===== src/eair_defines.vh =====
// constants for the egress action index resolver
`ifndef EAIR_DEFINES_VH
`define EAIR_DEFINES_VH
// protection selector codes
`define EAIR_PROT_NONE 2'h0
`define EAIR_PROT_IF_ACTIVE 2'h1
`define EAIR_PROT_IF_IDLE 2'h2
`define EAIR_PROT_RSVD 2'h3
// pop count encodings
`define EAIR_POP_USE_HDR 5'h00
`define EAIR_POP_NONE 5'h01
`define EAIR_POP_MAX 5'h15
// mapping key codes
`define EAIR_KEY_QOS 4'h0
`define EAIR_KEY_DP_QOS 4'h1
`define EAIR_KEY_DSCP 4'h2
`define EAIR_KEY_DP_DSCP 4'h3
`define EAIR_KEY_DP_TOS 4'h4
`define EAIR_KEY_PCP 4'h5
`define EAIR_KEY_DP_PCP 4'h6
`define EAIR_KEY_DEI_PCP 4'h7
`define EAIR_KEY_TC 4'h8
`define EAIR_KEY_DP_TC 4'h9
`define EAIR_KEY_POP_PCP 4'hA
`define EAIR_KEY_DP_POP_PCP 4'hB
`define EAIR_KEY_POP_DEI_PCP 4'hC
`define EAIR_KEY_CLASS_OF_SERVICE_ID 4'hD
// field geometry
`define EAIR_MAP_LOW_BITS 3
`define EAIR_COS_FIELD_W 3
// register byte addresses
`define EAIR_ADDR_CTRL 4'h0
`define EAIR_ADDR_FRAMES 4'h4
`define EAIR_ADDR_RSVD_SEEN 4'h8
// control bits and reset value
`define EAIR_CTRL_PROT_EN 0
`define EAIR_CTRL_POP_EN 1
`define EAIR_CTRL_RESET 2'h3
`endif


===== src/eair_resolver.v =====
// egress action index resolver: protection, pop count, stat index, mapping indices
//
// Decided for this implementation: the Avalon-MM slave port and the address map.
`timescale 1ns/1ns
`include "eair_defines.vh"

module eair_resolver #(
  parameter SVC_W = 12,
  parameter MEP_W = 12,
  parameter MAP_N = 4
) (
  input wire core_clk_i,
  input wire rst_n_i,
  // avalon-mm register slave
  input wire [3:0] avs_address_i,
  input wire avs_read_i,
  input wire avs_write_i,
  input wire [31:0] avs_writedata_i,
  input wire [3:0] avs_byteenable_i,
  output reg [31:0] avs_readdata_o,
  output reg avs_waitrequest_o,
  // action from the egress lookup stage

  // action from the lookup stage, all fields qualified by act_valid_i
  input wire act_valid_i,
  input wire [1:0] prot_sel_i,
  input wire [6:0] encap_table_index_i,
  input wire [6:0] encap_table_index_protected_i,
  input wire [SVC_W-1:0] service_counter_base_i,
  input wire [SVC_W-1:0] service_counter_base_protected_i,
  input wire [MEP_W-1:0] maint_endpoint_index_i,
  input wire [MEP_W-1:0] maint_endpoint_index_protected_i,

  // pop override and per-class counter offsets
  input wire [4:0] pop_count_i,
  input wire [23:0] per_class_counter_offsets_i,

  // mapping lanes: 8-bit base and 4-bit key per lane
  input wire [8*MAP_N-1:0] map_base_i,
  input wire [4*MAP_N-1:0] map_key_i,
  // internal frame header fields
  input wire prot_active_i,

  // header pop count in 16-bit words
  input wire [4:0] header_word_pop_count_i,

  // classification fields feeding the mapping keys
  input wire [2:0] class_of_service_id_i,
  input wire [2:0] qos_class_i,
  input wire [1:0] drop_prec_i,
  input wire [5:0] dscp_i,
  input wire [2:0] tos_prec_i,
  input wire [2:0] pcp_i,
  input wire dei_i,
  input wire [2:0] traffic_class_i,
  input wire [2:0] popped_pcp_i,
  input wire popped_dei_i,

  // resolved results, one cycle after the action
  output reg res_valid_o,
  output reg encap_push_o,
  output reg [6:0] encap_table_index_o,
  output reg [SVC_W-1:0] service_counter_base_o,
  output reg [SVC_W-1:0] stat_index_o,
  output reg [MEP_W-1:0] maint_endpoint_index_o,
  output reg [5:0] pop_bytes_o,
  output reg [11*MAP_N-1:0] map_index_o
);


  // software control bits and statistics
  reg [1:0] ctrl;
  reg [31:0] frame_count;
  reg [31:0] rsvd_count;


  // offset within a mapping table, chosen by the key
  function [7:0] key_offset;
    input [3:0] key;
    input [2:0] qos;
    input [1:0] dp;
    input [5:0] dscp;
    input [2:0] tos;
    input [2:0] pcp;
    input dei;
    input [2:0] tc;
    input [2:0] ppcp;
    input pdei;
    input [2:0] class_of_service_id;
    begin
      case (key)
        `EAIR_KEY_QOS: key_offset = {5'h00, qos};
        `EAIR_KEY_DP_QOS: key_offset = {3'h0, dp, qos};
        `EAIR_KEY_DSCP: key_offset = {2'h0, dscp};
        `EAIR_KEY_DP_DSCP: key_offset = {dp, dscp};
        `EAIR_KEY_DP_TOS: key_offset = {3'h0, dp, tos};
        `EAIR_KEY_PCP: key_offset = {5'h00, pcp};
        `EAIR_KEY_DP_PCP: key_offset = {3'h0, dp, pcp};
        `EAIR_KEY_DEI_PCP: key_offset = {4'h0, dei, pcp};
        `EAIR_KEY_TC: key_offset = {5'h00, tc};
        `EAIR_KEY_DP_TC: key_offset = {3'h0, dp, tc};
        `EAIR_KEY_POP_PCP: key_offset = {5'h00, ppcp};
        `EAIR_KEY_DP_POP_PCP: key_offset = {3'h0, dp, ppcp};
        `EAIR_KEY_POP_DEI_PCP: key_offset = {4'h0, pdei, ppcp};
        `EAIR_KEY_CLASS_OF_SERVICE_ID: key_offset = {5'h00, class_of_service_id};
        // undefined keys fall back to the table base
        default: key_offset = 8'h00;
      endcase
    end
  endfunction

  // protection decision; reserved selector means working indices
  reg use_prot;
  always @* begin
    case (prot_sel_i)
      `EAIR_PROT_IF_ACTIVE: use_prot = prot_active_i;
      `EAIR_PROT_IF_IDLE: use_prot = ~prot_active_i;
      default: use_prot = 1'b0;
    endcase
    if (!ctrl[`EAIR_CTRL_PROT_EN]) begin
      use_prot = 1'b0;
    end
  end

  // one decision drives all three indices so they never disagree
  wire [6:0] next_encap = use_prot ? encap_table_index_protected_i : encap_table_index_i;
  wire [SVC_W-1:0] next_svc = use_prot ? service_counter_base_protected_i : service_counter_base_i;
  wire [MEP_W-1:0] next_mep = use_prot ? maint_endpoint_index_protected_i : maint_endpoint_index_i;

  // per-class counter offset slice
  wire [2:0] cos_offset = per_class_counter_offsets_i[class_of_service_id_i*`EAIR_COS_FIELD_W +: `EAIR_COS_FIELD_W];
  wire [SVC_W-1:0] next_stat = next_svc + {{(SVC_W-3){1'b0}}, cos_offset};

  // pop byte count: header words vs action override
  wire [5:0] hdr_bytes = {header_word_pop_count_i, 1'b0};
  wire pop_rsvd = pop_count_i > `EAIR_POP_MAX;
  reg [5:0] next_pop;
  always @* begin
    next_pop = hdr_bytes;
    if (ctrl[`EAIR_CTRL_POP_EN] && pop_count_i != `EAIR_POP_USE_HDR && !pop_rsvd) begin
      if (pop_count_i == `EAIR_POP_NONE) begin
        next_pop = 6'h00;
      end else if ({pop_count_i, 1'b0} <= hdr_bytes) begin
        next_pop = {pop_count_i, 1'b0};
      end
      // larger than the header count: header wins, already set above
      // so a bad action can never pop bytes the header did not announce
      next_pop = next_pop;
    end
  end

  // mapping indices: lanes 0,1 form resource A, lanes 2,3 resource B
  wire [11*MAP_N-1:0] next_map;
  genvar g;
  generate
    for (g = 0; g < MAP_N; g = g + 1) begin : g_map
      wire [7:0] off = key_offset(map_key_i[4*g +: 4], qos_class_i, drop_prec_i, dscp_i, tos_prec_i,
                                  pcp_i, dei_i, traffic_class_i, popped_pcp_i, popped_dei_i,
                                  class_of_service_id_i);
      // base fills bits 10:3; wide keys carry into the base bits
      assign next_map[11*g +: 11] = {map_base_i[8*g +: 8], 3'h0} + {3'h0, off};
    end
  endgenerate

  // result stage, registered so every output comes from a flop
  always @(posedge core_clk_i) begin
    if (!rst_n_i) begin
      res_valid_o <= 1'b0;
      encap_push_o <= 1'b0;
      encap_table_index_o <= 7'h00;
      service_counter_base_o <= {SVC_W{1'b0}};
      stat_index_o <= {SVC_W{1'b0}};
      maint_endpoint_index_o <= {MEP_W{1'b0}};
      pop_bytes_o <= 6'h00;
      map_index_o <= {(11*MAP_N){1'b0}};
    end else begin
      res_valid_o <= act_valid_i;
      if (act_valid_i) begin
        encap_push_o <= next_encap != 7'h00;
        encap_table_index_o <= next_encap;
        service_counter_base_o <= next_svc;
        stat_index_o <= next_stat;
        maint_endpoint_index_o <= next_mep;
        pop_bytes_o <= next_pop;
        map_index_o <= next_map;
      end
    end
  end

  // statistics for software: frames resolved and frames with reserved codes
  wire rsvd_seen = pop_rsvd | (prot_sel_i == `EAIR_PROT_RSVD);
  reg [31:0] next_frame_count;
  reg [31:0] next_rsvd_count;

  // frame counter advances once per action, reserved counter only on a reserved code; a reserved code is counted, not refused
  always @* begin
    next_frame_count = frame_count;
    next_rsvd_count = rsvd_count;
    if (act_valid_i) begin
      next_frame_count = frame_count + 32'h00000001;
      if (rsvd_seen) begin
        next_rsvd_count = rsvd_count + 32'h00000001;
      end
    end
  end

  // counters wrap silently; software works with differences of two reads
  always @(posedge core_clk_i) begin
    if (!rst_n_i) begin
      frame_count <= 32'h00000000;
      rsvd_count <= 32'h00000000;
    end else begin
      frame_count <= next_frame_count;
      rsvd_count <= next_rsvd_count;
    end
  end

  // avalon slave: one wait cycle, then answer; write lands on the answering edge
  wire req = avs_read_i | avs_write_i;
  // request seen while idle: start the single wait cycle
  wire take = req & avs_waitrequest_o;
  // write commits only where the master samples waitrequest low
  wire commit = avs_write_i & ~avs_waitrequest_o;
  // control register hit; byte lane 0 carries both bits
  wire ctrl_hit = (avs_address_i == `EAIR_ADDR_CTRL) & avs_byteenable_i[0];
  reg [31:0] next_rdata;
  reg next_wait;
  reg [31:0] next_readdata;
  reg [1:0] next_ctrl;

  // read mux; unmapped addresses answer zero
  always @* begin
    case (avs_address_i)
      `EAIR_ADDR_CTRL: next_rdata = {30'h00000000, ctrl};
      `EAIR_ADDR_FRAMES: next_rdata = frame_count;
      `EAIR_ADDR_RSVD_SEEN: next_rdata = rsvd_count;
      default: next_rdata = 32'h00000000;
    endcase
  end


  // next bus state; waitrequest drops for exactly one cycle per request
  always @* begin
    next_wait = ~take;
    next_readdata = avs_readdata_o;
    next_ctrl = ctrl;
    if (take) begin
      // read data loaded early so it stands at the answering edge
      next_readdata = avs_read_i ? next_rdata : 32'h00000000;
    end
    if (commit && ctrl_hit) begin
      next_ctrl = avs_writedata_i[1:0];
    end
  end

  // bus registers; back to back requests each pay one wait cycle
  always @(posedge core_clk_i) begin
    if (!rst_n_i) begin
      avs_waitrequest_o <= 1'b1;
      avs_readdata_o <= 32'h00000000;
      ctrl <= `EAIR_CTRL_RESET;
    end else begin
      avs_waitrequest_o <= next_wait;
      avs_readdata_o <= next_readdata;
      ctrl <= next_ctrl;
    end
  end

endmodule


===== config.mk =====
export PLATFORM = sky130hd
export DESIGN_NAME = eair_resolver
export DESIGN_NICKNAME = d
export VERILOG_FILES = /design/src/eair_resolver.v
export VERILOG_INCLUDE_DIRS = /design/src
export SDC_FILE = /design/constraint.sdc
export NUM_CORES = 1
export LEC_CHECK = 0
export BUFFER_PORTS_ARGS = -buffer_cell sky130_fd_sc_hd__buf_4
export CORE_MARGIN = 5
export CORE_UTILIZATION = 52
export CTS_CLUSTER_DIAMETER = 100
export DETAILED_ROUTE_END_ITERATION = 8
export PLACE_DENSITY = 0.88
export SYNTH_ARGS = -nofsm -noshare
export SYNTH_HDL_FRONTEND = slang
export SYNTH_SLANG_ARGS = --single-unit

===== constraint.sdc =====
create_clock -name core_clk_i -period 5.4 [get_ports core_clk_i]
set_clock_uncertainty 0.2 [all_clocks]
set_input_delay 1.62 -clock core_clk_i [delete_from_list [all_inputs] [get_ports core_clk_i]]
set_output_delay 1.62 -clock core_clk_i [all_outputs]
set_load 0.01 [all_outputs]

Word-level counts from Yosys, hierarchy flattened
Index checks and enable logic that the tools add are counted.
W data, S select, Z words.
{ "op_classes": {"n_addsub": 7, "n_mul": 1, "n_lt_le_gt_ge": 2, "n_eq_ne": 58, "n_shift": 1, "muxes": 14, "bitwise_logic": 8, "n_reduce_logical": 12} }
{ "ops": {"columns": ["cell", "n"], "rows": [
  ["$pmux W8 S14", 4],
  ["$eq A4 B4 Y1 const B", 25],
  ["$pmux W32 S3", 1],
  ["$eq A4 B3 Y1 const B", 17],
  ["$add A32 B1 Y32 const B", 2],
  ["$add A11 B8 Y11", 4],
  ["$eq A4 B2 Y1 const B", 8],
  ["$mux W32", 1],
  ["$mux W12", 2],
  ["$shiftx A24 B6 Y3", 1],
  ["$logic_not A4 Y1", 5],
  ["$mux W6", 3],
  ["$eq A4 B1 Y1 const B", 4],
  ["$add A12 B3 Y12", 1],
  ["$mux W7", 1],
  ["$reduce_bool A7 Y1", 1],
  ["$le A6 B6 Y1", 1],
  ["$eq A5 B1 Y1 const B", 1],
  ["$gt A5 B5 Y1 const B", 1],
  ["$mul A3 B2 Y5 const B", 1],
  ["$reduce_bool A5 Y1", 1],
  ["$eq A2 B2 Y1 const B", 2],
  ["$and A1 B1 Y1", 3],
  ["$logic_and A1 B1 Y1", 3],
  ["other kinds (7)", 10]
]} }
{ "word_totals": {"reg_bits": 194, "out_inout_bits": 128, "elab_cells": 116} }

Longest topological paths before layout
Gate-level depths: netlist of run 1.
{ "logic_depth": {"ltp_word": 5, "ltp_mapped": 15, "depth_no_buf": 14} }

Worst setup path after synthesis of run 1
Ideal clock, no wire load.
{ "synth_timing": {"path_kind": "input to register", "from": "in prot_active_i", "to": "reg stat_index_o[10]", "setup_ps": 117, "arrival_ps": 4049, "t_required_ps": 5083, "slack_ps": 1034, "stages": 15, "cell_sequence": "and4bb_2 nor2_1 buf_2 buf_2 nand2_1 nand2_1 ha_1 inv_1 fa_1 nor2b_1 or2_2 and4b_1 xnor2_1 nand2_1 a32o_1"} }
{ "synth_via": {"elab_chain_cells": 5} }
{ "synth_lines": {"columns": ["element", "line", "rtl"], "rows": [
  ["from (decl)", "eair_resolver.v:42", "input wire prot_active_i,"],
  ["$not A1 Y1", "eair_resolver.v:117", "`EAIR_PROT_IF_IDLE: use_prot = ~prot_active_i;"],
  ["$pmux W1 S2 *", "eair_resolver.v:115", "case (prot_sel_i)"],
  ["$mux W1 *", "eair_resolver.v:120", "if (!ctrl[`EAIR_CTRL_PROT_EN]) begin"],
  ["$mux W12 *", "eair_resolver.v:127", "wire [SVC_W-1:0] next_svc = use_prot ? service_counter_base_protected_i : service_counter_base_i;"],
  ["via next_svc[0]", "eair_resolver.v:127", null],
  ["$add A12 B3 Y12 *", "eair_resolver.v:132", "wire [SVC_W-1:0] next_stat = next_svc + {{(SVC_W-3){1'b0}}, cos_offset};"],
  ["to (signal assigned)", "eair_resolver.v:172", "stat_index_o <= {SVC_W{1'b0}};"],
  ["to (signal assigned)", "eair_resolver.v:182", "stat_index_o <= next_stat;"],
  ["to (decl)", "eair_resolver.v:64", "output reg [SVC_W-1:0] stat_index_o,"]
]} }
Mark *: on every way through the listed nets, which the timed path passes. The rest lies on a longest branch.
A chain may end at the register's enable or synchronous reset.

Worst setup path in the final report of run 1
{ "layout_timing": {"from": "in prot_sel_i[1]", "to": "reg stat_index_o[9]"} }
{ "layout_via": {"elab_chain_cells": 5, "elab_cells_between_ends": 6, "cone_classes": "add/sub (1); eq/ne (2); mux (3)"} }
{ "layout_lines": {"columns": ["element", "line", "rtl"], "rows": [
  ["from (decl)", "eair_resolver.v:26", "input wire [1:0] prot_sel_i,"],
  ["$eq A2 B2 Y1 or $eq A2 B1 Y1 (tied branches)", "eair_resolver.v:115", null],
  ["$pmux W1 S2 *", "eair_resolver.v:115", null],
  ["$mux W1 *", "eair_resolver.v:120", null],
  ["$mux W12 *", "eair_resolver.v:127", null],
  ["via next_svc[1]", "eair_resolver.v:127", null],
  ["$add A12 B3 Y12 *", "eair_resolver.v:132", null]
]} }
Marks and branches as above.

==> results of run 1 <==
[registers in the layout (all words and copies together) (netlist names), 7 cells and up]
signal / flops
avs_readdata_o: 32
stat_index_o: 12
frame_count: 32
map_index_o: 44
maint_endpoint_index_o: 12
service_counter_base_o: 12
rsvd_count: 32
encap_table_index_o: 7
[logic make-up (layout without fill, tap and decap cells)]
family | after synthesis | count (layout)
AND/OR/NAND/NOR | 550 | 550
AO/OA/AOI/OAI | 302 | 302
flip-flops | 193 | 193
buffers and inverters | 123 | 397
XOR/XNOR | 71 | 71
multiplexers | 65 | 65
adder cells (fa/ha/maj) | 35 | 35
other | 1 | 1
[metrics by stage]
step / hold WS (ps) / cells / cell area, um2
final: 263.5 / 1884 / 13900
after global routing: 282.7 / 1884 / 13900
after CTS: 258.4 / 1884 / 13900
after detailed placement: 240.4 / 1852 / 13280
after global placement: 238.7 / 1852 / 13280
after floorplan: 255.1 / 1340 / 10830
[report_power, final]
| part | internal, uW | switching, uW |
|---|---|---|
| clock | 643 | 671 |
| sequential | 1480 | 38.2 |
| combinational | 319 | 363 |
[routing by layer]
metal	GRT usage [%]	up-vias	share of wire, %
li1	-	5286	-
met5	0	-	0
met2	46.11	495	47
met4	10.26	0	3.6
met3	7.460	89	9.3
met1	34.76	5181	40
[placed cells by master (no fill, tap or decap), types with 7 or more instances in the layout]
master,count
a22oi_1,38
and3_1,17
a21o_1,7
nand3b_1,13
a221o_1,9
o211ai_1,17
nor3_1,16
and4_1,7
and2_1,16
xnor2_1,43
nand2b_1,12
xor2_1,28
or3_1,18
nor2_1,211
a31oi_1,10
o21ai_0,60
nand3_1,36
buf_4,323
a211oi_1,18
a21oi_1,82
nor2b_1,20
mux4_2,7
clkbuf_16,17
nand4_1,21
nand2_1,126
dfxtp_1,193
a22o_1,12
ha_1,30
a311oi_1,25
mux2i_1,53
nor3b_1,9
inv_1,40
[synthesized netlist by cell type (all sizes together), types with 5 or more instances]
cell type,number
a22o,12
nand2,126
a211oi,18
nor4,6
mux2,5
xnor2,43
a22oi,38
buf,16
a311oi,25
nand4,23
nor3b,9
nor2,212
and4,7
and3,17
fa,5
o211ai,17
clkbuf,65
a21oi,82
dfxtp,193
nand2b,12
ha,30
a221o,9
xor2,28
a31oi,10
mux2i,53
nor3,18
or3,18
mux4,7
nand3,37
nand3b,13
and2,16
a21o,7
o21ai,61
nor2b,20
inv,41
[how the worst max path moves through the flow]
stage                  startpoint                to  slack [ps]  cells after the start
floorplan           prot_active_i  stat_index_o[10]        1030                     15
global placement    prot_sel_i[1]   stat_index_o[9]         640                     12
detailed placement  prot_sel_i[1]   stat_index_o[9]         540                     12
CTS                 prot_sel_i[1]   stat_index_o[9]         920                     12
global route        prot_sel_i[1]   stat_index_o[9]         730                     12
finish              prot_sel_i[1]   stat_index_o[9]         860                     12
[worst register-to-register path, delay by kind of cell, from the launching register on]
family          cells  cell delay (ps)
simple gates        4              980
fa+ha+maj           1              300
xor+xnor            1              190
compound gates      3              930
buf+inv             1               80
mux                 1              440
flops               1              390
[final cells by class]
cell class / count / area, um2 / share of cell area, %
clock buffer: 17 / 425.4 / 3.060
clock inverter: 15 / 196.4 / 1.413
inverter: 42 / 160.2 / 1.152
multi-input combinational: 1024 / 6495 / 46.72
sequential: 193 / 3864 / 27.79
tap: 270 / 337.8 / 2.430
timing repair buffer: 323 / 2425 / 17.44
==> summary.txt, run 1 <==
Status
  • Run status: completed

Setup path
  • WP buf/inv: 2
  • Crit. End Element: flip-flop
  • Flop2flop setup slack: 1770 ps
  • Worst reg-to-reg path cell count: 11
  • CP delay by family, top: simple AND/OR/NAND/NOR gates
  • CP max stage delay: 470 ps
  • Critical path class: in2reg
  • Arrival @ worst endpoint: 4660 ps
  • Worst reg2reg startpoint: ctrl[0]
  • Worst-path maximum fanout: 9
  • Crit path max-delay cell type: nor2_2
  • Worst-path cell chain: buf_4 > and4bb_2 > nor2_2 > mux2i_1 > inv_1 > ha_1 > a21o_1 > a21oi_1 > nor3b_1 > xnor2_1 > nand2_1 > a32o_1
  • Reg2reg end: stat_index_o[9]
  • Worst EP required: 5520 ps
  • Worst setup SP type: input port

CTS
  • Setup Fix Bufs, Post-CTS: 0
  • CTS tree: yes
  • Clock insertion delay at the later pin of the skew report: 440 ps
  • Max Root-Sink Buffers: 2
  • CTS root buf: clkbuf_16
  • TritonCTS Buffers: 17
  • Clock-pin slew on the worst setup and hold paths: 80 ps
  • Sink Count: 193
  • Max H-tree Level: 4
  • Hold buffers post-CTS: 0
  • Post-CTS sizing: 0

Worst hold path
  • Hold path cells: 2
  • Hold_sp: stat_index_o[5]
  • Hold path endpoint: stat_index_o[5]
  • Hold WC Path Type: reg2reg

Timing
  • Worst Tran Pin Value: 1124 ps
  • Max-slew violations: 0
  • Final hold viol count: 0
  • Final worst path period share: 84.12%
  • Setup TNS: 0 ps
  • Highest Clock Rate: 0.2201 GHz
  • Final setup violating endpoints: 0
  • Relative slew slack: 25.06%
  • Tmin final: 4543 ps
  • Worst Setup Slack, final: 857.3 ps
  • Unrepaired setup endpoints after global routing: false

Synth
  • Ranking of synthesized cells by area: dfxtp_1 36%, nor2_1 7.4%, mux2i_1 4.9%
  • EDFF count, synth: 0
  • Synth top area share: 35.69%
  • Post-Synth XOR/XNOR Area: 5.744%
  • FF+latch count, synth: 193
  • Asr flop ratio synth: 0%
  • Post-synthesis sequential area ratio: 35.69%
  • Cells after Synth: 1340
  • Syn Nets: 1595
  • Count of different cell masters after synthesis: 64
  • Post-synthesis mux area share: 6.876%
  • Post-Syn Area: 10830 um2
  • YS warnings: 0
  • Largest family of logic cells by synthesized area: simple AND/OR/NAND/NOR gates
  • Synth area leader: dfxtp_1
  • Ys flop type: dfxtp_1
  • Compound-Gate Fraction of Synth Area: 18.27%
  • Syn_area_per_cell: 8.080 um2
  • Post-Synth Adder-Cell Area: 4.392%
  • Simple-gate share of the synthesized area: 24.56%

Final layout
  • Share of cells above drive strength 1: 23.73%
  • Final nets: 1856
  • Area Growth Syn to Fin: 28.42%
  • Filler Cells Inserted: 1635
  • ANT cells: 0
  • Finished Core Util: 68.27%

Pwr
  • Lkg Pwr: 0.005841 uW
  • Maximum vdd ir drop: 0.0002023 V
  • Overall Power: 3517 uW
  • PwrDens: 253.0 nW/um2

Run
  • Max_cap viols: 0

Floorplan
  • Initial Utilization: 53.16%
  • Core area: 20360 um2
  • # IOs: 348
  • Die Width: 154.3 um
  • # rows: 52
  • Die Height: 154.3 um
  • Die area: 23810 um2

GRT
  • First-pass GRT wire length: 54480 um
  • GRT Total Usage: 27.80%
  • Largest net degree at the start of global routing: 84
  • Vias in the first global route: 10560
  • Total gr overflow: 0
  • Initial antenna violation count: 0

Route
  • DRC: 0
  • DRT Pass-1 Iters: 5
  • WL/cell: 18.38 um
  • DRT Wirelength: 34640 um
  • Routed Antenna Nets: 0
  • Vias per Instance: 5.866
  • 1st-iter DRT viols: 984
  • Vias: 11050

Place
  • HPWL Detailed: 26060 um
  • Pre-CTS setup slack: 536.9 ps
  • I/O Buffers: 313
  • Final RePlAce weighted congestion: 0.9469
Note: power is estimated with default switching activity, not from simulation.
==> run 2: changes to the inputs <==
CORE_UTILIZATION = 47   (was 52)
PLACE_DENSITY = 0.85   (was 0.88)
clock period = 4 ns   (was 5.4 ns; I/O delays follow)
==> summary.txt, run 2 (synthesized netlist as in run 1, its figures left out) <==
Setup path
  • Worst reg-to-reg path cell count: 12 (was 11)
  • Worst setup SP type: input port (unchanged)
  • Worst reg2reg startpoint: ctrl[0] (unchanged)
  • Worst EP required: 4150 ps (was 5520 ps)
  • Flop2flop setup slack: 900 ps (was 1770 ps)
  • Crit. End Element: flip-flop (unchanged)
  • Worst-path maximum fanout: 8 (was 9)
  • Arrival @ worst endpoint: 3820 ps (was 4660 ps)
  • Reg2reg end: stat_index_o[9] (unchanged)
  • Critical path class: in2reg (unchanged)

CTS
  • TritonCTS Buffers: 17 (unchanged)
  • CTS tree: yes (unchanged)
  • CTS root buf: clkbuf_16 (unchanged)
  • Sink Count: 193 (unchanged)
  • Max H-tree Level: 4 (unchanged)
  • Setup Fix Bufs, Post-CTS: 0 (unchanged)
  • Clock insertion delay at the later pin of the skew report: 440 ps (about the same)
  • Post-CTS sizing: 0 (unchanged)
  • Clock-pin slew on the worst setup and hold paths: 90 ps (was 80 ps)
  • Hold buffers post-CTS: 0 (unchanged)
  • Max Root-Sink Buffers: 2 (unchanged)

Final layout
  • Leading cell type in the layout, fill and taps excluded: buf_4 (unchanged)
  • Top reg by flops: map_index_o (unchanged)
  • Most frequent cells in the layout: 344 x buf_4, 211 x nor2_1, 193 x dfxtp_1, 126 x nand2_1, 82 x a21oi_1 (was 323 x buf_4, 211 x nor2_1, 193 x dfxtp_1, 126 x nand2_1, 82 x a21oi_1)
  • Share of cells above drive strength 1: 24.76% (was 23.73%)
  • Post-route non-filler standard cell count: 1921 (was 1884)
  • ANT cells: 0 (unchanged)
  • Area Growth Syn to Fin: 30.53% (was 28.42%)
  • Largest register FFs: 44 (unchanged)
  • Final nets: 1878 (was 1856)

GRT
  • Total gr overflow: 0 (unchanged)
  • Vias in the first global route: 10630 (was 10560)
  • Largest net degree at the start of global routing: 155 (was 84)
  • GRT Total Usage: 25.73% (was 27.80%)
  • First-pass GRT wire length: 55280 um (was 54480 um)
  • Initial antenna violation count: 0 (unchanged)

Worst hold path
  • Hold path endpoint: map_index_o[12] (was stat_index_o[5])
  • Hold_sp: map_index_o[12] (was stat_index_o[5])
  • Hold path cells: 2 (unchanged)
  • Hold WC Path Type: reg2reg (unchanged)

Floorplan
  • # rows: 55 (was 52)
  • Die Width: 161.8 um (was 154.3 um)
  • Die Height: 161.8 um (was 154.3 um)
  • Initial Utilization: 47.82% (was 53.16%)
  • Die area: 26170 um2 (was 23810 um2)
  • # IOs: 348 (unchanged)
  • Core area: 22640 um2 (was 20360 um2)

Place
  • Pre-CTS setup slack: -42.42 ps (was 536.9 ps)
  • HPWL Detailed: 26770 um (was 26060 um)
  • Final RePlAce weighted congestion: 0.9357 (was 0.9469)
  • I/O Buffers: 313 (unchanged)
  • DP Cell Count: 1889 (was 1852)

Pwr
  • PwrDens: 343.0 nW/um2 (was 253.0 nW/um2)
  • Maximum vdd ir drop: 0.0002452 V (was 0.0002023 V)
  • Lkg Pwr: 0.005967 uW (was 0.005841 uW)

Timing
  • Final worst path period share: 91.71%
  • Tmin final: 3668 ps
  • Worst Tran Pin Value: 1021 ps (was 1124 ps)
  • Highest Clock Rate: 0.2726 GHz
  • Unrepaired setup endpoints after global routing: false (unchanged)
  • Worst hold slack: 263.9 ps (was 263.5 ps)
  • Final setup violating endpoints: 0 (unchanged)
  • Final hold viol count: 0 (unchanged)
  • Relative slew slack: 31.93% (was 25.06%)
  • Worst Setup Slack, final: 331.7 ps (was 857.3 ps)
  • Max-slew violations: 0 (unchanged)

Route
  • Vias per Instance: 5.726 (was 5.866)
  • DRC: 0 (unchanged)
  • DRT Wirelength: 34930 um (was 34640 um)
  • WL/cell: 18.18 um (was 18.38 um)
  • Vias: 11000 (was 11050)
  • 1st-iter DRT viols: 956 (was 984)
  • Routed Antenna Nets: 0 (unchanged)
  • DRT Pass-1 Iters: 5 (unchanged)

Run
  • Max_cap viols: 0 (unchanged)

Status
  • Run status: completed (unchanged)
## run 2: how the worst max path moves through the flow
stage	depth (start not counted)	endpoint	slack, ps	from
3_3_place_gp	13	stat_index_o[9]	30	prot_sel_i[1]
3_5_place_dp	14	map_index_o[9]	-40	map_key_i[2]
5_1_grt	16	map_index_o[9]	90	map_key_i[3]
4_1_cts	14	map_index_o[9]	380	map_key_i[2]
6_report	14	map_index_o[9]	330	map_key_i[2]
2_1_floorplan	15	stat_index_o[10]	50	prot_active_i
## run 2: per-layer routing
| layer | vias to the layer above | GRT usage, % | wire [um] |
|---|---|---|---|
| li1 | 5334 | - | - |
| met1 | 5127 | 33.05 | 14550 |
| met2 | 471 | 41.99 | 16230 |
| met3 | 67 | 7.308 | 3214 |
| met4 | 0 | 8.228 | 939 |
| met5 | - | 0 | 0 |
## run 2: through the flow
stage	utilization (%)	cell area, um2	total power, uW	TNS, ps
global placement	59.53	13480	3013	0
global route	62.42	14130	5067	0
detailed placement	59.53	13480	3035	-69.29
floorplan	-	10830	2570	0
CTS	62.42	14130	4881	0
finish	62.42	14130	4847	0
## run 2: final cells by class
| type | count | area, um2 |
|---|---|---|
| multi-input combinational | 1024 | 6495 |
| timing repair buffer | 345 | 2603 |
| clock buffer | 17 | 425.4 |
| tap | 285 | 356.6 |
| fill | 1927 | 8508 |
| sequential | 193 | 3864 |
| inverter | 42 | 160.2 |
| clock inverter | 15 | 229.0 |
## run 2: worst max-delay path, cell delays in order
cell and delay [ps]:
buf_4 140, nand2b_1 150, o22a_1 200, o21ai_0 300, buf_4 180, ha_1 150, inv_1 50, fa_1 400
nor2b_1 130, o21ai_0 110, a21boi_0 260, o21ai_0 130, xor2_1 160, a211oi_1 250
## run 2: report_power, final
part           leakage (uW)  switching [uW]  internal [uW]
clock              0.000313             957            891
combinational       0.00408             494            454
sequential          0.00158            49.6           2000
